### src/hw/pcdc_pkg.sv
// Constants shared by the pin control and clock divider configuration block.
package pcdc_pkg;

   // Register addresses on the serial configuration port.
   localparam logic [14:0] ADDR_PD_OVERRIDE = 15'h003f;
   localparam logic [14:0] ADDR_PIN_FUNC    = 15'h0040;
   localparam logic [14:0] ADDR_DIV_RATIO   = 15'h0108;
   localparam logic [14:0] ADDR_DIV_PHASE   = 15'h0109;

   // Field positions.
   localparam int OVR_BIT      = 7;
   localparam int FUNC_MSB     = 7;
   localparam int FUNC_LSB     = 6;
   localparam int SEL_BD_MSB   = 5;
   localparam int SEL_BD_LSB   = 3;
   localparam int SEL_AC_MSB   = 2;
   localparam int SEL_AC_LSB   = 0;
   localparam int RATIO_MSB    = 2;
   localparam int PHASE_MSB    = 3;

   // Reset values.
   localparam logic       OVR_RESET      = 1'h0;
   localparam logic [7:0] PIN_FUNC_RESET = 8'h3f;
   localparam logic [2:0] RATIO_RESET    = 3'h1;
   localparam logic [3:0] PHASE_RESET    = 4'h0;

   // Power-down pin function codes.
   localparam logic [1:0] FUNC_POWER_DOWN = 2'h0;
   localparam logic [1:0] FUNC_STANDBY    = 2'h1;
   localparam logic [1:0] FUNC_IGNORE     = 2'h2;

   // Threshold flag pin source selections.
   localparam logic [2:0] SEL_FLAG     = 3'h0;
   localparam logic [2:0] SEL_LMFC     = 3'h1;
   localparam logic [2:0] SEL_SYNC     = 3'h2;
   localparam logic [2:0] SEL_DISABLED = 3'h7;

   // Divider ratio codes; the code plus one is the divide factor.
   localparam logic [2:0] RATIO_DIV1 = 3'h0;
   localparam logic [2:0] RATIO_DIV2 = 3'h1;
   localparam logic [2:0] RATIO_DIV4 = 3'h3;
   localparam logic [2:0] RATIO_DIV8 = 3'h7;

   // Serial port framing.
   localparam logic [4:0] INSTR_BITS = 5'h10;
   localparam logic [4:0] FRAME_BITS = 5'h18;
   localparam int         READ_BIT   = 15;

   // Depth of the delay line, in half input clock cycles.
   localparam int PHASE_STEPS = 16;

   typedef enum logic [1:0] {
      SPI_IDLE  = 2'b00,
      SPI_INSTR = 2'b01,
      SPI_DATA  = 2'b10,
      SPI_DONE  = 2'b11
   } pcdc_spi_e;

endpackage : pcdc_pkg

### src/hw/pcdc_clock_divider.sv
// Input clock divider with half-cycle phase offset, as one-cycle enables.
`timescale 1ns/1ps
module pcdc_clock_divider
   import pcdc_pkg::*;
(
   input  wire logic       sys_clk,
   input  wire logic       resetn,
   input  wire logic       run,
   input  wire logic [2:0] ratioCode,
   input  wire logic [3:0] phaseCode,
   output logic            inputClockTick,
   output logic            dividedTick
);

   typedef struct packed {
      logic                   inPhase;
      logic [2:0]             count;
      logic [PHASE_STEPS-1:0] line;
   } pcdc_div_s;

   pcdc_div_s st_reg;
   pcdc_div_s st_next;
   logic      divPulse;

   // The input clock is modelled at half the system rate, so one system
   // cycle is one half input cycle and every phase step is one flop.
   assign divPulse = st_reg.inPhase && (st_reg.count == ratioCode) && run;

   // Counter wraps at the ratio code; the four legal codes are all ones
   // below their top bit, so code plus one gives 1, 2, 4 or 8.
   always_comb begin
      st_next = st_reg;
      st_next.inPhase = ~st_reg.inPhase;
      if (!run) begin
         st_next.count = 3'h0;  // RULE11
      end else if (st_reg.inPhase) begin
         if (st_reg.count == ratioCode) begin
            st_next.count = 3'h0;  // RULE8
         end else begin
            st_next.count = st_reg.count + 3'h1;
         end
      end
      st_next.line = {st_reg.line[PHASE_STEPS-2:0], divPulse};
      if (!run) begin
         st_next.line = '0;
      end
      if (!resetn) begin
         st_next.inPhase = 1'b0;
         st_next.count   = 3'h0;
         st_next.line    = '0;
      end
   end

   always_ff @(posedge sys_clk) begin
      st_reg <= st_next;
   end

   // Code 1 is the inverted input clock: one system cycle of shift.
   assign dividedTick    = st_reg.line[phaseCode];  // RULE9 RULE10 RULE12
   assign inputClockTick = st_reg.inPhase;

   // The phase code must also hold at the checked edge, because the tap
   // moves the moment a new code is written.
   a_div_by_two: assert property (@(posedge sys_clk) // RULE8
      disable iff (!resetn)
      (divPulse && ratioCode == RATIO_DIV2) ##1
      (ratioCode == RATIO_DIV2 && run) [*4] |-> divPulse)
      else $error("Divide by two period is not four half cycles.");

   a_phase_half: assert property (@(posedge sys_clk) // RULE10
      disable iff (!resetn)
      (divPulse && phaseCode == 4'h1) ##1 (phaseCode == 4'h1 && run)
      ##1 (phaseCode == 4'h1) |-> dividedTick)
      else $error("Half cycle phase offset not applied.");

   a_phase_seven: assert property (@(posedge sys_clk) // RULE9
      disable iff (!resetn)
      (divPulse && phaseCode == 4'h7) ##1 (phaseCode == 4'h7 && run) [*7]
      ##1 (phaseCode == 4'h7) |-> dividedTick)
      else $error("Phase code seven does not delay by seven halves.");

   a_phase_top: assert property (@(posedge sys_clk) // RULE12
      disable iff (!resetn)
      (divPulse && phaseCode == 4'hf) ##1 (phaseCode == 4'hf && run) [*8]
      ##1 (phaseCode == 4'hf && run) [*7] ##1 (phaseCode == 4'hf)
      |-> dividedTick)
      else $error("Phase code fifteen does not delay by fifteen halves.");

   a_halt_quiet: assert property (@(posedge sys_clk) // RULE11
      disable iff (!resetn)
      (!run) [*2] |-> !dividedTick)
      else $error("Divided clock runs while halted.");

endmodule : pcdc_clock_divider

### src/hw/pcdc_pin_control.sv
// Pin control, threshold flag routing and clock divider configuration.
//
// Behaviour
// (RULE1) Override bit set ignores power-down pin and global pin selection.
// (RULE2) Function 00: asserted pin puts chip into full power-down.
// (RULE3) Function 01: asserted pin puts chip into standby instead.
// (RULE4) Function 10: pin assertion is ignored.
// (RULE5) B/D flag pin: 000 flag, 001 LMFC, 010 internal SYNC; reset 7.
// (RULE6) A/C flag pin: 000 flag, 001 LMFC, 010 internal SYNC; reset 7.
// (RULE7) Select 111 releases the flag pin as an input with pulldown.
// (RULE8) Divider ratio: 000 by 1, 001 by 2, 011 by 4, 111 by 8.
// (RULE9) Phase offset delays divider output by code half input cycles.
// (RULE10) Phase code 0001 gets its half cycle by inverting the clock.
// (RULE11) Full power-down stops data clocks, resets path, disables outputs.
// (RULE12) Phase codes 1000 to 1111 continue up to seven and a half.
// (RULE13) Host writes only listed ratio and pin function codes.
`timescale 1ns/1ps
module pcdc_pin_control
   import pcdc_pkg::*;
(
   input  wire logic sys_clk,
   input  wire logic resetn,
   input  wire logic spiCsn,
   input  wire logic spiSclk,
   input  wire logic spiSdi,
   output logic      spiSdoOut,
   output logic      spiSdoOe,
   input  wire logic powerdownStandbyPin,
   input  wire logic fastDetectFlagAC,
   input  wire logic fastDetectFlagBD,
   input  wire logic jesdLmfc,
   input  wire logic jesdSyncInternal,
   output logic      thresholdFlagPinAOut,
   output logic      thresholdFlagPinAOe,
   output logic      thresholdFlagPinBOut,
   output logic      thresholdFlagPinBOe,
   output logic      fullPowerDown,
   output logic      standbyMode,
   output logic      dataPathReset,
   output logic      jesdEnable,
   output logic      outputsEnable,
   output logic      inputClockTick,
   output logic      dataPathClockTick
);

   typedef struct packed {
      logic [2:0] csSync;
      logic [2:0] sclkSync;
      logic [2:0] sdiSync;
      logic [2:0] pinSync;
      logic       csLevel;
      logic       sclkLevel;
      logic       pinLevel;
      pcdc_spi_e  spiState;
      logic [4:0] bitCount;
      logic [15:0] instr;
      logic [7:0] dataShift;
      logic       regOverride;
      logic [7:0] regPinFunc;
      logic [2:0] regDivRatio;
      logic [3:0] regDivPhase;
      logic       fullPowerDown;
      logic       standbyMode;
      logic       flagAOut;
      logic       flagAOe;
      logic       flagBOut;
      logic       flagBOe;
      logic       sdoOut;
      logic       sdoOe;
   } pcdc_top_s;

   pcdc_top_s st_reg;
   pcdc_top_s st_next;

   logic       sclkRise;
   logic       sclkFall;
   logic [1:0] pinFunc;
   logic [2:0] selAC;
   logic [2:0] selBD;
   logic [7:0] readData;
   logic       divTick;

   assign pinFunc = st_reg.regPinFunc[FUNC_MSB:FUNC_LSB];
   assign selAC   = st_reg.regPinFunc[SEL_AC_MSB:SEL_AC_LSB];
   assign selBD   = st_reg.regPinFunc[SEL_BD_MSB:SEL_BD_LSB];

   // Edges count only once the settled level moves, never on the first flop.
   assign sclkRise = !st_reg.sclkLevel && st_reg.sclkSync[1]
                     && st_reg.sclkSync[2];
   assign sclkFall = st_reg.sclkLevel && !st_reg.sclkSync[1]
                     && !st_reg.sclkSync[2];

   // Read mux; reserved bits and unmapped addresses read as zero.
   always_comb begin
      readData = 8'h00;
      if (st_reg.instr[14:0] == ADDR_PD_OVERRIDE) begin
         readData[OVR_BIT] = st_reg.regOverride;
      end else if (st_reg.instr[14:0] == ADDR_PIN_FUNC) begin
         readData = st_reg.regPinFunc;
      end else if (st_reg.instr[14:0] == ADDR_DIV_RATIO) begin
         readData[RATIO_MSB:0] = st_reg.regDivRatio;
      end else if (st_reg.instr[14:0] == ADDR_DIV_PHASE) begin
         readData[PHASE_MSB:0] = st_reg.regDivPhase;
      end
   end

   // Next state of the whole block; reset is applied here, synchronously.
   always_comb begin
      st_next = st_reg;
      st_next.csSync   = {st_reg.csSync[1:0], spiCsn};
      st_next.sclkSync = {st_reg.sclkSync[1:0], spiSclk};
      st_next.sdiSync  = {st_reg.sdiSync[1:0], spiSdi};
      st_next.pinSync  = {st_reg.pinSync[1:0], powerdownStandbyPin};
      if (st_reg.csSync[1] == st_reg.csSync[2]) begin
         st_next.csLevel = st_reg.csSync[2];
      end
      if (st_reg.sclkSync[1] == st_reg.sclkSync[2]) begin
         st_next.sclkLevel = st_reg.sclkSync[2];
      end
      if (st_reg.pinSync[1] == st_reg.pinSync[2]) begin
         st_next.pinLevel = st_reg.pinSync[2];
      end

      // Serial port: 16 instruction bits (read flag, address), 8 data bits.
      case (st_reg.spiState)
         SPI_IDLE: begin
            st_next.bitCount = 5'h00;
            st_next.sdoOe    = 1'b0;
            if (!st_reg.csLevel) begin
               st_next.spiState = SPI_INSTR;
            end
         end
         SPI_INSTR: begin
            if (sclkRise) begin
               st_next.instr    = {st_reg.instr[14:0], st_reg.sdiSync[2]};
               st_next.bitCount = st_reg.bitCount + 5'h01;
               if (st_reg.bitCount + 5'h01 == INSTR_BITS) begin
                  st_next.spiState = SPI_DATA;
               end
            end
         end
         SPI_DATA: begin
            // Read data is loaded once the instruction settles, then
            // advances on falling edges so the host samples on rising ones.
            if (st_reg.bitCount == INSTR_BITS && !sclkRise
                && st_reg.dataShift != readData
                && st_reg.instr[READ_BIT] && !st_reg.sdoOe) begin
               st_next.dataShift = readData;
               st_next.sdoOe     = 1'b1;
               st_next.sdoOut    = readData[7];
            end else if (sclkFall && st_reg.instr[READ_BIT]
                         && st_reg.bitCount != INSTR_BITS) begin
               st_next.sdoOut = st_reg.dataShift[7];
            end
            if (st_reg.bitCount == INSTR_BITS && st_reg.instr[READ_BIT]
                && !st_reg.sdoOe) begin
               st_next.dataShift = readData;
               st_next.sdoOe     = 1'b1;
               st_next.sdoOut    = readData[7];
            end
            if (sclkRise) begin
               st_next.bitCount = st_reg.bitCount + 5'h01;
               if (st_reg.instr[READ_BIT]) begin
                  st_next.dataShift = {st_reg.dataShift[6:0], 1'b0};
               end else begin
                  st_next.dataShift = {st_reg.dataShift[6:0],
                                       st_reg.sdiSync[2]};
               end
               if (st_reg.bitCount + 5'h01 == FRAME_BITS) begin
                  st_next.spiState = SPI_DONE;
               end
            end
         end
         default: begin
            // A write commits once, at the end of its frame.
            if (!st_reg.instr[READ_BIT] && st_reg.bitCount == FRAME_BITS) begin
               st_next.bitCount = 5'h00;
               if (st_reg.instr[14:0] == ADDR_PD_OVERRIDE) begin
                  st_next.regOverride = st_reg.dataShift[OVR_BIT];
               end else if (st_reg.instr[14:0] == ADDR_PIN_FUNC) begin
                  st_next.regPinFunc = st_reg.dataShift;
               end else if (st_reg.instr[14:0] == ADDR_DIV_RATIO) begin
                  st_next.regDivRatio = st_reg.dataShift[RATIO_MSB:0];
               end else if (st_reg.instr[14:0] == ADDR_DIV_PHASE) begin
                  st_next.regDivPhase = st_reg.dataShift[PHASE_MSB:0];
               end
            end
         end
      endcase
      if (st_reg.csLevel && st_reg.spiState != SPI_IDLE) begin
         st_next.spiState = SPI_IDLE;  // Chip select high aborts a frame.
         st_next.sdoOe    = 1'b0;
      end

      // Power-down pin handling; the override masks the pin completely.
      st_next.fullPowerDown = st_reg.pinLevel && !st_reg.regOverride
                              && pinFunc == FUNC_POWER_DOWN;  // RULE1 RULE2
      st_next.standbyMode   = st_reg.pinLevel && !st_reg.regOverride
                              && pinFunc == FUNC_STANDBY;  // RULE3 RULE4

      // Threshold flag pins; unlisted selects drive a quiet low.
      st_next.flagAOe  = selAC != SEL_DISABLED;  // RULE7
      st_next.flagBOe  = selBD != SEL_DISABLED;  // RULE7
      st_next.flagAOut = (selAC == SEL_FLAG && fastDetectFlagAC)
                         || (selAC == SEL_LMFC && jesdLmfc)
                         || (selAC == SEL_SYNC && jesdSyncInternal);  // RULE6
      st_next.flagBOut = (selBD == SEL_FLAG && fastDetectFlagBD)
                         || (selBD == SEL_LMFC && jesdLmfc)
                         || (selBD == SEL_SYNC && jesdSyncInternal);  // RULE5

      if (!resetn) begin
         st_next = '0;
         st_next.csSync      = 3'h7;
         st_next.csLevel     = 1'b1;
         st_next.spiState    = SPI_IDLE;
         st_next.regOverride = OVR_RESET;
         st_next.regPinFunc  = PIN_FUNC_RESET;  // RULE5 RULE6
         st_next.regDivRatio = RATIO_RESET;  // RULE8
         st_next.regDivPhase = PHASE_RESET;  // RULE9
      end
   end

   always_ff @(posedge sys_clk) begin
      st_reg <= st_next;
   end

   // The divider is held while powered down, stopping the data path clock.
   pcdc_clock_divider u_divider (
      .sys_clk        (sys_clk),
      .resetn         (resetn),
      .run            (!st_reg.fullPowerDown),
      .ratioCode      (st_reg.regDivRatio),
      .phaseCode      (st_reg.regDivPhase),
      .inputClockTick (inputClockTick),
      .dividedTick    (divTick)
   );

   // Outputs follow their flops; power-down gates the data path.
   assign dataPathClockTick    = divTick;
   assign fullPowerDown        = st_reg.fullPowerDown;
   assign standbyMode          = st_reg.standbyMode;
   assign dataPathReset        = st_reg.fullPowerDown;  // RULE11
   assign jesdEnable           = !st_reg.fullPowerDown;  // RULE11
   assign outputsEnable        = !st_reg.fullPowerDown;  // RULE11
   assign thresholdFlagPinAOut = st_reg.flagAOut;
   assign thresholdFlagPinAOe  = st_reg.flagAOe;
   assign thresholdFlagPinBOut = st_reg.flagBOut;
   assign thresholdFlagPinBOe  = st_reg.flagBOe;
   assign spiSdoOut            = st_reg.sdoOut;
   assign spiSdoOe             = st_reg.sdoOe;

   a_override_mask: assert property (@(posedge sys_clk) // RULE1
      disable iff (!resetn)
      st_reg.regOverride |=> !st_reg.fullPowerDown && !st_reg.standbyMode)
      else $error("Power-down pin acted while overridden.");

   a_full_powerdown: assert property (@(posedge sys_clk) // RULE2
      disable iff (!resetn)
      (st_reg.pinLevel && !st_reg.regOverride && pinFunc == FUNC_POWER_DOWN)
      |=> st_reg.fullPowerDown && !st_reg.standbyMode)
      else $error("Pin did not cause full power-down.");

   a_standby_entry: assert property (@(posedge sys_clk) // RULE3
      disable iff (!resetn)
      (st_reg.pinLevel && !st_reg.regOverride && pinFunc == FUNC_STANDBY)
      |=> st_reg.standbyMode && !st_reg.fullPowerDown)
      else $error("Pin did not cause standby.");

   a_pin_ignored: assert property (@(posedge sys_clk) // RULE4
      disable iff (!resetn)
      (pinFunc == FUNC_IGNORE)
      |=> !st_reg.fullPowerDown && !st_reg.standbyMode)
      else $error("Ignored pin changed power state.");

   a_flag_b_lmfc: assert property (@(posedge sys_clk) // RULE5
      disable iff (!resetn)
      (selBD == SEL_LMFC)
      |=> thresholdFlagPinBOut == $past(jesdLmfc) && thresholdFlagPinBOe)
      else $error("B/D flag pin does not carry LMFC.");

   a_flag_a_sync: assert property (@(posedge sys_clk) // RULE6
      disable iff (!resetn)
      (selAC == SEL_SYNC)
      |=> thresholdFlagPinAOut == $past(jesdSyncInternal)
      && thresholdFlagPinAOe)
      else $error("A/C flag pin does not carry internal SYNC.");

   a_flag_release: assert property (@(posedge sys_clk) // RULE7
      disable iff (!resetn)
      (selAC == SEL_DISABLED) |=> !thresholdFlagPinAOe)
      else $error("Disabled A/C flag pin still driven.");

   a_flag_b_release: assert property (@(posedge sys_clk) // RULE7
      disable iff (!resetn)
      (selBD == SEL_DISABLED) |=> !thresholdFlagPinBOe)
      else $error("Disabled B/D flag pin still driven.");

   a_pd_no_clock: assert property (@(posedge sys_clk) // RULE11
      disable iff (!resetn)
      st_reg.fullPowerDown [*3] |-> !dataPathClockTick && !jesdEnable)
      else $error("Data path clock runs in full power-down.");

endmodule : pcdc_pin_control

### config.mk
export PLATFORM = sky130hd
export DESIGN_NAME = pcdc_pin_control
export DESIGN_NICKNAME = d
export VERILOG_FILES = /design/src/hw/pcdc_pkg.sv /design/src/hw/pcdc_clock_divider.sv /design/src/hw/pcdc_pin_control.sv
export SDC_FILE = /design/constraint.sdc
export NUM_CORES = 1
export LEC_CHECK = 0
export BUFFER_PORTS_ARGS = -buffer_cell sky130_fd_sc_hd__buf_2
export CAP_MARGIN = 25
export CORE_AREA = 2 2 117 119
export CTS_CLUSTER_SIZE = 14
export DETAILED_ROUTE_END_ITERATION = 16
export DIE_AREA = 0 0 119 121
export GPL_ROUTABILITY_DRIVEN = 1
export GPL_TIMING_DRIVEN = 1
export PLACE_DENSITY = 0.56
export SKIP_LAST_GASP = 1
export SYNTH_ARGS = -nofsm -noshare
export SYNTH_HDL_FRONTEND = slang
export SYNTH_SLANG_ARGS = --single-unit
### constraint.sdc
create_clock -name sys_clk -period 1.8 [get_ports sys_clk]
set_input_delay 0.27 -clock sys_clk [delete_from_list [all_inputs] [get_ports sys_clk]]
set_output_delay 0.27 -clock sys_clk [all_outputs]
set_load 0.01 [all_outputs]
-- After elaboration in Yosys (flattened, before gate mapping)
Index checks and enable logic that the tools add are counted.
W data, S select, Z words.
- register bits: 90
- word-level logic and storage cells: 151
- output and inout port bits: 13
- input bits: 10
- bitwise operators: 6
- reduce and logical (&&, ||, !) cells: 60
- $add $sub $neg: 2
- muxes and demuxes: 27
- magnitude comparators: 1
- equality and inequality tests: 29
- operators with widths (operator ; count):
    $eq A15 B9 Y1 const B ; 2
    $logic_and A1 B1 Y1 ; 25
    $mux W8 ; 3
    $mux W23 ; 1
    $eq A5 B5 Y1 const B ; 4
    $eq A15 B6 Y1 const B ; 1
    $eq A15 B7 Y1 const B ; 1
    $pmux W5 S3 ; 1
    $mux W7 ; 2
    $mux W4 ; 3
    $reduce_and A6 Y1 ; 2
    $ne A2 B2 Y1 const B ; 5
    $ne A3 B3 Y1 const B ; 3
    $reduce_bool A3 Y1 ; 3
    $logic_not A1 Y1 ; 8
    $mux W2 ; 4
    $ne A8 B8 Y1 ; 1
    $reduce_and A2 Y1 ; 4
    $mux W1 ; 7
    $eq A3 B1 Y1 const B ; 2
    $eq A3 B2 Y1 const B ; 2
    $logic_not A3 Y1 ; 2
    $mux W3 ; 2
    $not A1 Y1 ; 6
    21 further kinds ; 31

-- Depth between registers and ports, before layout
Gate-level depths: netlist of run 1.
- depth after elaboration: 12
- mapped depth: 8
- mapped depth without buffers: 7

-- Hierarchy
From an unflattened synthesis of run 1, not the netlist that was laid out.
- cell total of the unflattened synthesis: 408
- area total of the unflattened synthesis: 3846.2 um^2
- by module, submodules not included (module ; area each (um^2) ; cells each ; sequential area each (um^2) ; instances):
    pcdc_pin_control ; 3052.9 ; 340 ; 1401.3 ; 1
    pcdc_clock_divider ; 793.3 ; 68 ; 400.4 ; 1

-- Least setup slack after synthesis of run 1
OpenSTA, ideal clock, no wires.
- path kind: register to output
- from: register st_reg[8] (netlist name)
- to: output port dataPathClockTick
- buffers on the path: 1
- stages on the path, launching flop included: 4
- data arrival time: 1.597 ns
- path slack: -0.067 ns
- required time: 1.530 ns
- path through: dfxtp_1 -> clkbuf_1 -> mux4_2 -> mux4_2
- word-level cells in the longest chain between the ends: 2
- ends and longest elaborated chain (what ; line ; RTL):
    start: declaration ; pcdc_pin_control.sv:72 ; pcdc_top_s st_reg;
    start signal: assignment ; pcdc_pin_control.sv:224 ; st_reg <= st_next;
    $bmux W1 S4 ; pcdc_clock_divider.sv:59 ; assign dividedTick = st_reg.line[phaseCode];
    $mux W1 (implied by the code) ; pcdc_clock_divider.sv:59 ;
    end: declaration ; pcdc_pin_control.sv:43 ; output logic dataPathClockTick
Every way passes these cells. The select of a mux whose other input is x is not followed.

-- Final worst setup path of run 1
Same ends and word-level chain as after synthesis.

==> results by group, run 1 <==
Run status
  • Status: complete, but fails checks
  • Failing checks: negative setup slack

Pwr
  • Pwr dens: 873 nW/um2
  • Static Leak: 1.77 nW
  • Tot Pwr: 0.00403 W
  • Worst ir drop on vdd: 0.000488 V

CTS
  • Hold Buf Count CTS: 0
  • Latest clock arrival within the worst-skew pair: 0.34 ns
  • CTS Buf Count: 9
  • CTS tree: yes
  • CTS sink count: 90
  • Longest Clk Path Bufs: 2
  • Worst-path clk slew: 0.07 ns
  • Root Buffer: clkbuf_16
  • H-Tree Depth: 3

Logic synthesis
  • Cell variety after synth: 50
  • Post-synthesis sequential area ratio: 0.470
  • Top_reg_cell synth: dfxtp_1
  • XOR/XNOR Fraction of Synth Area: 0.0160
  • Gate Count Post-Synth: 411
  • Post-Synth Simple-Gate Area: 0.245
  • Mux contribution to synthesized area: 0.0714
  • Main combinational cell family by area after synthesis: simple AND/OR/NAND/NOR gates
  • Synth Area in Adders: 0.0294
  • Compound-gate portion of the synthesized area: 0.126
  • Syn Area/Cell: 9.33 um2
  • Syn Nets: 430
  • #FFs+latches synth: 90
  • Asr flop ratio synth: 0
  • Synth Warn #: 0
  • EDFF count, synth: 0
  • Post-Syn Area: 3840 um2

Finish
  • Area grow syn2layout: 20.5%
  • Ratio of cells with drive above 1 in the final layout: 0.208
  • ANT cells: 0
  • Net count, final: 467
  • Post-route cell area: 4620 um2
  • Max reg flops: 54
  • Filler cells: 1,333

STA
  • Worst-margin pin slew: 0.457 ns
  • Final Hold Vio Count: 0
  • Slew Viols, Final: 0
  • Final setup vio count: 1
  • Setup slack after layout: -0.312 ns
  • Minimum clock period: 2.11 ns
  • F_max: 0.473 GHz
  • Unrepaired setup endpoints after global routing: yes
  • Final worst path period share: 1.17
  • Clock Skews: 0.00872 ns
  • Headroom to the max-slew limit: 0.693

Worst setup path
  • Slowest cell on the critical path: mux4_2
  • CP peak stage delay: 0.50 ns
  • R2R Setup Slk: 0.04 ns
  • Worst Path Class, Setup: flip-flop to output pin
  • Worst-path maximum fanout: 5
  • Top delay family on crit path: multiplexers
  • Crit-path cells: mux4_2, mux4_2, buf_6
  • CP Capture Type: output pin
  • CP startpoint kind: flip-flop
  • Buf+Inv Stages, Crit Path: 1
  • Critical Path Most Common Cell: mux4_2
  • Data arrival, critical path: 1.84 ns
  • Req. time, crit path: 1.53 ns

Route
  • Final WL: 7900 um
  • Vias: 2,945
  • 1st-iter DRT viols: 236
  • Via density per instance: 4.69
  • Antenna Nets Post-Route: 0
  • Routed len/inst: 12.6 um
  • Post-route DRC: 0
  • Initial DRT Pass Iterations: 4

Run
  • Max_cap viols: 0

Floorplan
  • Die X: 119 um
  • Row count: 42
  • Core area: 13,100 um2
  • Die Ht: 121 um
  • Starting Density: 0.293
  • Die Area: 14,400 um2
  • I/O pins: 23

GRT
  • Initial antenna violation count: 0
  • First-pass GRT wire length: 13,300 um
  • Largest net degree at the start of global routing: 27
  • Vias in the first global route: 2,757
  • GRT overflow: 0
  • Total GRT Usage: 0.115

Placed design
  • Detail Placement HPWL: 5610 um
  • Port bufs: 22
  • Gpl congestion: 0.811
  • Placement Cell Area: 4220 um2

Min path
  • Worst Hold Class: primary input to flip-flop
worst register-to-register path, cell delays in order (launching register included):
cell and delay (ns):
dfxtp_2 0.34, nor4_4 0.37, nand2_4 0.13, nor4_4 0.27
buf_4 0.18, buf_12 0.12, mux2i_1 0.18, nand2_1 0.06
cells in the mapped netlist (7+ instances only):
cell type | count | share of area
and3_1 | 16 | 0.026
ha_1 | 9 | 0.029
mux2i_1 | 15 | 0.039
a21oi_1 | 32 | 0.042
nor3_1 | 7 | 0.0091
o21ai_0 | 26 | 0.034
inv_1 | 11 | 0.011
a31oi_1 | 8 | 0.013
nand2_1 | 56 | 0.055
and2_1 | 10 | 0.016
nand3_1 | 13 | 0.017
nand2b_1 | 7 | 0.011
nor2_1 | 24 | 0.023
dfxtp_1 | 90 | 0.47
clkbuf_1 | 12 | 0.012
metal layers:
layer  vias up  routed length [um]  global-route usage
met5         -                   0                   0
met4         0                 124              0.0424
met3        13                 241              0.0273
met2        35                3600               0.181
met1      1382                3930               0.153
li1       1515                   -                   -
final cells by class:
cell class              instances  area [um2]  area share
repair buffers                 49         349      0.0755
clock buffers                   9         225      0.0487
well taps                     176         220      0.0476
multi-input cells             286        1900       0.410
flip-flops and latches         90        1810       0.392
clock inverters                 6        75.1      0.0162
inverters                      12        45.0     0.00974
cells by family (layout without fill, tap and decap cells):
group           Yosys count  after routing
compound gates           85             85
flops                    90             90
mux                      21             21
simple gates            164            164
xor+xnor                  7              7
buf+inv                  35             76
fa+ha+maj                 9              9
stage by stage:
step / utilization / hold slack (ns) / setup slack [ns] / TNS, ns / std cells
finish: 0.353 / 0.112 / -0.312 / -0.312 / 628
global route: 0.353 / 0.120 / -0.377 / -0.531 / 628
CTS: 0.346 / 0.0999 / -0.326 / -0.326 / 622
detailed placement: 0.322 / 0.397 / -0.102 / -0.102 / 607
global placement: 0.322 / 0.389 / -0.0606 / -0.0606 / 607
floorplan: - / 0.371 / 0.0584 / 0 / 411
power breakdown:
| part | internal, W | switching [W] |
|---|---|---|
| Sequential | 0.00201 | 0.0000171 |
| Combinational | 0.0000524 | 0.0000730 |
| Clock | 0.00109 | 0.000795 |
| Total | 0.00315 | 0.000885 |
path summary, 6_finish.rpt:
kind / endpoint / cells past startpoint / from
worst max-delay path: dataPathClockTick / 3 / st_reg[8]
worst min-delay path: st_reg[67] / 2 / spiCsn
worst max register to register: selBD[2] / 7 / st_reg[46]
worst min register to register: st_reg[68] / 1 / st_reg[67]
cells in the final DEF, fill, tap and decap left out, types with 2 or more instances in the layout:
cell type  synthesis  routed
inv_2              1       3
buf_2              3      21
nor3_1             7       6
ha_1               9       8
a21oi_1           32      32
clkinv_4           0       2
inv_1             11       9
nor2_1            24      23
nor4_4             5       5
o21ai_0           26      26
mux4_2             5       5
nor2b_1            2       2
and3b_1            2       2
a21boi_0           2       2
nand2_1           56      56
nor4bb_1           2       2
and3_1            16      16
nand2b_1           7       7
clkbuf_16          0      10
and2_1            10      10
a22oi_1            6       6
dfxtp_2            0       6
xnor2_1            5       5
buf_4              3      25
dfxtp_1           90      83
o211ai_1           4       4
nand4_1            4       4
nand3b_1           6       6
nand3_1           13      13
a31oi_1            8       8
and4bb_2           2       2
xor2_1             2       2
mux2i_1           15      15
repair_timing:
item / 4_1_cts / 5_1_grt
setup endpoints to repair: 1 / 24
gates cloned: 0 / 1
gates resized for setup: 2 / 14
setup buffers: 0 / 5
pin swaps: 0 / 4
(Power assumes the default switching activity.)
==> run 2: changes to the inputs <==
CELL_PAD_IN_SITES_DETAIL_PLACEMENT = 1   (was unset)
CELL_PAD_IN_SITES_GLOBAL_PLACEMENT = 1   (was unset)
CTS_BUF_LIST = sky130_fd_sc_hd__clkbuf_4   (was unset)
PLACE_DENSITY = 0.66   (was 0.56)
==> run 2 against run 1 <==
The flow still finishes with violations (negative setup slack). Register-to-register slack lost 0.03 ns. Wire length grew 17%. Clock-buffer cell count is the same. Setup slack lost 0.18 ns. First-iteration DRC count shrank 9.7%. Flip-flop and latch count is the same. Sequential power is essentially flat. Combinational power grew 14%. Via count grew 3.5%. Hold slack lost 0.080 ns. Critical path depth is the same. Highest routed layer unchanged.
==> results by group, run 2 (synthesis results as in run 1) <==
GRT
  • GR Layer Usage met2: 0.222
  • First-pass GRT wire length: 15,300 um
  • Initial antenna violation count: 1
  • GRT overflow: 0
  • Vias in the first global route: 3,034
  • Met1 GRT Util: 0.168
  • Met3 usage: 0.0254
  • Largest net degree at the start of global routing: 38
  • Most Used Layer, Global Route: met2
  • Total GRT Usage: 0.133

Worst setup path
  • Crit path capture: dataPathClockTick
  • Buf+Inv Stages, Crit Path: 1
  • Critical Path Most Common Cell: mux4_2
  • CP startpoint kind: flip-flop
  • Reg2reg start: st_reg[48]
  • Crit-path cells: mux4_2, mux4_2, buf_6
  • Worst Path Class, Setup: flip-flop to output pin
  • Req. time, crit path: 1.53 ns
  • Top delay family on crit path: multiplexers
  • CP peak stage delay: 0.52 ns
  • R2R Path End: selBD[2]
  • Worst-path maximum fanout: 5
  • R2R Setup Slk: 0.01 ns
  • R2r worst-path depth: 8
  • CP startpoint: st_reg[8]
  • Critical Path Stages: 3
  • Data arrival, critical path: 2.02 ns
  • Slowest cell on the critical path: mux4_2
  • CP Capture Type: output pin

Placed design
  • Placement Cell Area: 4260 um2
  • Detail Placement HPWL: 6540 um
  • Port bufs: 22
  • Gpl congestion: 0.760
  • # placed instances: 611

Pwr
  • Pwr dens: 733 nW/um2
  • Tot Pwr: 0.00335 W
  • Worst ir drop on vdd: 0.000221 V
  • Static Leak: 1.72 nW

Finish
  • Area grow syn2layout: 19.0%
  • Net count, final: 476
  • Filler cells: 1,526
  • Layout Utilization: 0.349
  • Post-route cell area: 4570 um2
  • Non-Filler Instances: 639
  • Max reg flops: 54
  • Most frequent cells in the layout: dfxtp_1 (84), nand2_1 (56), a21oi_1 (31), buf_4 (30), o21ai_0 (24)
  • Ratio of cells with drive above 1 in the final layout: 0.232
  • Commonest non-fill, non-tap cell in the layout: dfxtp_1

Floorplan
  • Row count: 42
  • Die X: 119 um
  • Starting Density: 0.293
  • I/O pins: 23
  • Core area: 13,100 um2
  • Die Area: 14,400 um2
  • Die Ht: 121 um

Route
  • Post-route DRC: 0
  • Via density per instance: 4.77
  • Antenna Nets Post-Route: 0
  • Initial DRT Pass Iterations: 4
  • Routed len/inst: 14.5 um
  • Final WL: 9240 um
  • Vias: 3,049
  • 1st-iter DRT viols: 213

STA
  • Final setup vio count: 1
  • Slew Viols, Final: 0
  • Final worst path period share: 1.27
  • Clock Skews: 0.0167 ns
  • Setup slack after layout: -0.492 ns
  • Final Hold Vio Count: 0
  • Worst-margin pin slew: 0.544 ns
  • F_max: 0.436 GHz
  • Minimum clock period: 2.29 ns
  • Unrepaired setup endpoints after global routing: yes
  • Headroom to the max-slew limit: 0.634
  • Hold_ws: 0.0314 ns

CTS
  • Worst-path clk slew: 0.15 ns
  • CTS Buf Count: 9
  • H-Tree Depth: 3
  • Longest Clk Path Bufs: 2
  • CTS sink count: 90
  • CTS tree: yes
  • Root Buffer: clkbuf_4
  • Latest clock arrival within the worst-skew pair: 0.45 ns

Run
  • Max_cap viols: 0

Min path
  • Hold path depth: 2
  • Worst Hold Class: primary input to flip-flop

Run status
  • Status: complete, but fails checks
  • Failing checks: negative setup slack
==> run 2: final cells by class <==
cell class              count  area, um2  area share
diodes                      1       2.50    0.000548
clock buffers               9       67.6      0.0148
inverters                  12       45.0     0.00987
repair buffers             58        417      0.0913
clock inverters             7       78.8      0.0173
flip-flops and latches     90       1820       0.398
multi-input cells         286       1920       0.420
well taps                 176        220      0.0482
==> run 2: layer usage <==
metal / vias to the layer above / wire [um]
li1: 1530 / -
met1: 1467 / 4340
met2: 40 / 4460
met3: 12 / 275
met4: 0 / 158
met5: - / 0
==> run 2: worst min-delay path by stage <==
stage / startpoint / end / slack, ns
after global placement: st_reg[67] / st_reg[68] / 0.39
after global routing: powerdownStandbyPin / st_reg[58] / 0.02
after CTS: powerdownStandbyPin / st_reg[58] / 0.02
after detailed placement: st_reg[67] / st_reg[68] / 0.40
final: powerdownStandbyPin / st_reg[58] / 0.03
after floorplan: spiCsn / st_reg[67] / 0.37
==> run 2: what timing repair did <==
action | 4_1_cts | 5_1_grt
cloned | 0 | 1
hold buffers | 3 | 0
resized for setup | 3 | 24
setup buffers | 0 | 7
endpoints found under the hold margin | 3 | 0
pin swaps | 0 | 14
endpoints found under the setup margin | 1 | 29
==> run 2: report_power, final <==
group / switching [W] / total (W) / internal, W
clock: 0.000743 / 0.00117 / 0.000432
sequential: 0.0000169 / 0.00203 / 0.00201
combinational: 0.0000818 / 0.000143 / 0.0000611
total: 0.000842 / 0.00335 / 0.00250
==> run 2: through the flow <==
step                      setup TNS (ns)  worst slack [ns]
final                             -0.492            -0.492
after global routing              -0.715            -0.551
after CTS                         -0.556            -0.556
after detailed placement          -0.151            -0.151
after global placement           -0.0925           -0.0925
after floorplan                        0            0.0584
==> run 3: changes to the inputs <==
PLACE_DENSITY = 0.64   (was 0.66)
clock period = 2.3 ns   (was 1.8 ns; I/O delays follow)
==> run 3 against run 2 <==
The run still ends with negative setup slack left. Cell count down 4.4%. Design area down 7.0%. Highest routed layer unchanged. Clock skew increased by 0.0053 ns. Via count decreased by 3.2%. Critical path depth stayed put. Clock power shrank 30%. Non-clock buffer count fell by 28. Global-route usage is 0.41 points lower.
==> results by group, run 3 (synthesis results as in run 1) <==
STA
  • Setup tns final: -0.0599 ns
  • Final setup vio count: 1
  • Final worst path period share: 1.03
  • Worst-margin pin slew: 0.556 ns
  • Headroom to the max-slew limit: 0.629
  • Clock Skews: 0.0221 ns
  • Minimum clock period: 2.36 ns
  • F_max: 0.424 GHz
  • Hold_ws: 0.0517 ns
  • Setup slack after layout: -0.0599 ns
  • Unrepaired setup endpoints after global routing: yes
  • Slew Viols, Final: 0
  • Final Hold Vio Count: 0

Worst setup path
  • R2R Path End: st_reg[50]
  • Data arrival, critical path: 2.01 ns
  • Top delay family on crit path: multiplexers
  • Worst Path Class, Setup: flip-flop to output pin
  • Critical Path Stages: 3
  • Critical Path Most Common Cell: mux4_2
  • Buf+Inv Stages, Crit Path: 1
  • Crit-path cells: mux4_2, mux4_2, buf_6
  • R2r worst-path depth: 6
  • Slowest cell on the critical path: mux4_2
  • CP Capture Type: output pin
  • R2R Setup Slk: 0.34 ns
  • CP startpoint kind: flip-flop
  • Worst-path maximum fanout: 5
  • CP peak stage delay: 0.50 ns
  • Reg2reg start: st_reg[53]
  • Crit path capture: dataPathClockTick
  • CP startpoint: st_reg[8]
  • Req. time, crit path: 1.96 ns

Placed design
  • Detail Placement HPWL: 6340 um
  • Placement Cell Area: 4100 um2
  • Gpl congestion: 0.765
  • Port bufs: 22
  • # placed instances: 593

GRT
  • GRT overflow: 0
  • Largest net degree at the start of global routing: 40
  • Initial antenna violation count: 1
  • Vias in the first global route: 2,939
  • First-pass GRT wire length: 14,600 um
  • Total GRT Usage: 0.129

Finish
  • Max reg flops: 54
  • Filler cells: 1,528
  • Ratio of cells with drive above 1 in the final layout: 0.150
  • Net count, final: 448
  • Most frequent cells in the layout: dfxtp_1 (89), nand2_1 (56), a21oi_1 (32), o21ai_0 (26), nor2_1 (24)
  • Non-Filler Instances: 611
  • Commonest non-fill, non-tap cell in the layout: dfxtp_1
  • Area grow syn2layout: 10.6%
  • Layout Utilization: 0.324
  • Post-route cell area: 4240 um2

Route
  • Routed len/inst: 14.4 um
  • Vias: 2,952
  • Via density per instance: 4.83
  • Antenna Nets Post-Route: 0
  • 1st-iter DRT viols: 188
  • Final WL: 8810 um
  • Initial DRT Pass Iterations: 4
  • Post-route DRC: 0

Floorplan
  • Starting Density: 0.293
  • Row count: 42
  • I/O pins: 23
  • Die Ht: 121 um
  • Core area: 13,100 um2
  • Die X: 119 um
  • Die Area: 14,400 um2

CTS
  • Longest Clk Path Bufs: 2
  • Root Buffer: clkbuf_4
  • Worst-path clk slew: 0.16 ns
  • CTS Buf Count: 9
  • H-Tree Depth: 3
  • CTS tree: yes
  • CTS sink count: 90
  • Latest clock arrival within the worst-skew pair: 0.46 ns

Pwr
  • Static Leak: 1.56 nW
  • Worst ir drop on vdd: 0.000176 V
  • Pwr dens: 590 nW/um2

Min path
  • Worst Hold Class: primary input to flip-flop

Run status
  • Failing checks: negative setup slack
  • Status: complete, but fails checks

Run
  • Max_cap viols: 0
[run 3: where the power goes]
part / internal (W) / leakage [nW] / switching, W / total, W
Sequential: 0.00157 / 0.729 / 0.0000132 / 0.00159
Clock: 0.000243 / 0.0596 / 0.000574 / 0.000817
Combinational: 0.0000400 / 0.773 / 0.0000598 / 0.0000998
Total: 0.00186 / 1.56 / 0.000647 / 0.00250
[run 3: layout make-up]
class                      count  area, um2  share of cell area
antenna                        1       2.50            0.000590
multi-input combinational    286       1870               0.441
inverter                      12       45.0              0.0106
clock buffer                  10       75.1              0.0177
tap                          176        220              0.0519
timing repair buffer          30        176              0.0416
sequential                    90       1810               0.425
clock inverter                 6       48.8              0.0115
[run 3: worst min-delay path by stage]
stage	slack, ns	from	end	depth (start not counted)
3_3_place_gp	0.39	st_reg[67]	st_reg[68]	1
4_1_cts	0.02	spiCsn	st_reg[67]	2
5_1_grt	0.04	spiSclk	st_reg[64]	2
3_5_place_dp	0.41	st_reg[67]	st_reg[68]	1
6_report	0.05	spiCsn	st_reg[67]	2
2_1_floorplan	0.39	st_reg[67]	st_reg[68]	1
[run 3: worst reg2reg max path: cells and delay by family (launching register included)]
kind / cells / cell delay [ns]
AO/OA/AOI/OAI: 2 / 0.26
flip-flops: 1 / 0.43
adder cells (fa/ha/maj): 1 / 0.40
buffers and inverters: 1 / 0.09
AND/OR/NAND/NOR: 1 / 0.25
multiplexers: 1 / 0.41
[run 3: metal layers]
layer  GRT usage  share of wire  vias to the layer above
li1            -              -                     1476
met1       0.163           0.47                     1431
met2       0.211           0.48                       35
met3      0.0230          0.030                       10
met4      0.0640          0.020                        0
met5           0              0                        -
[run 3: metrics by stage]
| step | setup slack [ns] | power (W) |
|---|---|---|
| 2_1_floorplan | 0.358 | 0.00169 |
| 3_5_place_dp | 0.273 | 0.00172 |
| 5_1_grt | -0.147 | 0.00264 |
| 3_3_place_gp | 0.293 | 0.00172 |
| 4_1_cts | -0.0942 | 0.00254 |
| 6_report | -0.0599 | 0.00250 |
[run 3: repair_timing]
| item | CTS | global route |
|---|---|---|
| cloned | 0 | 0 |
| resized for setup | 3 | 0 |
| hold buffers | 0 | 0 |
| setup buffers | 1 | 0 |
| endpoints found under the setup margin | 1 | 1 |
| hold endpoints to repair | 0 | 0 |
| pin swaps | 0 | 0 |
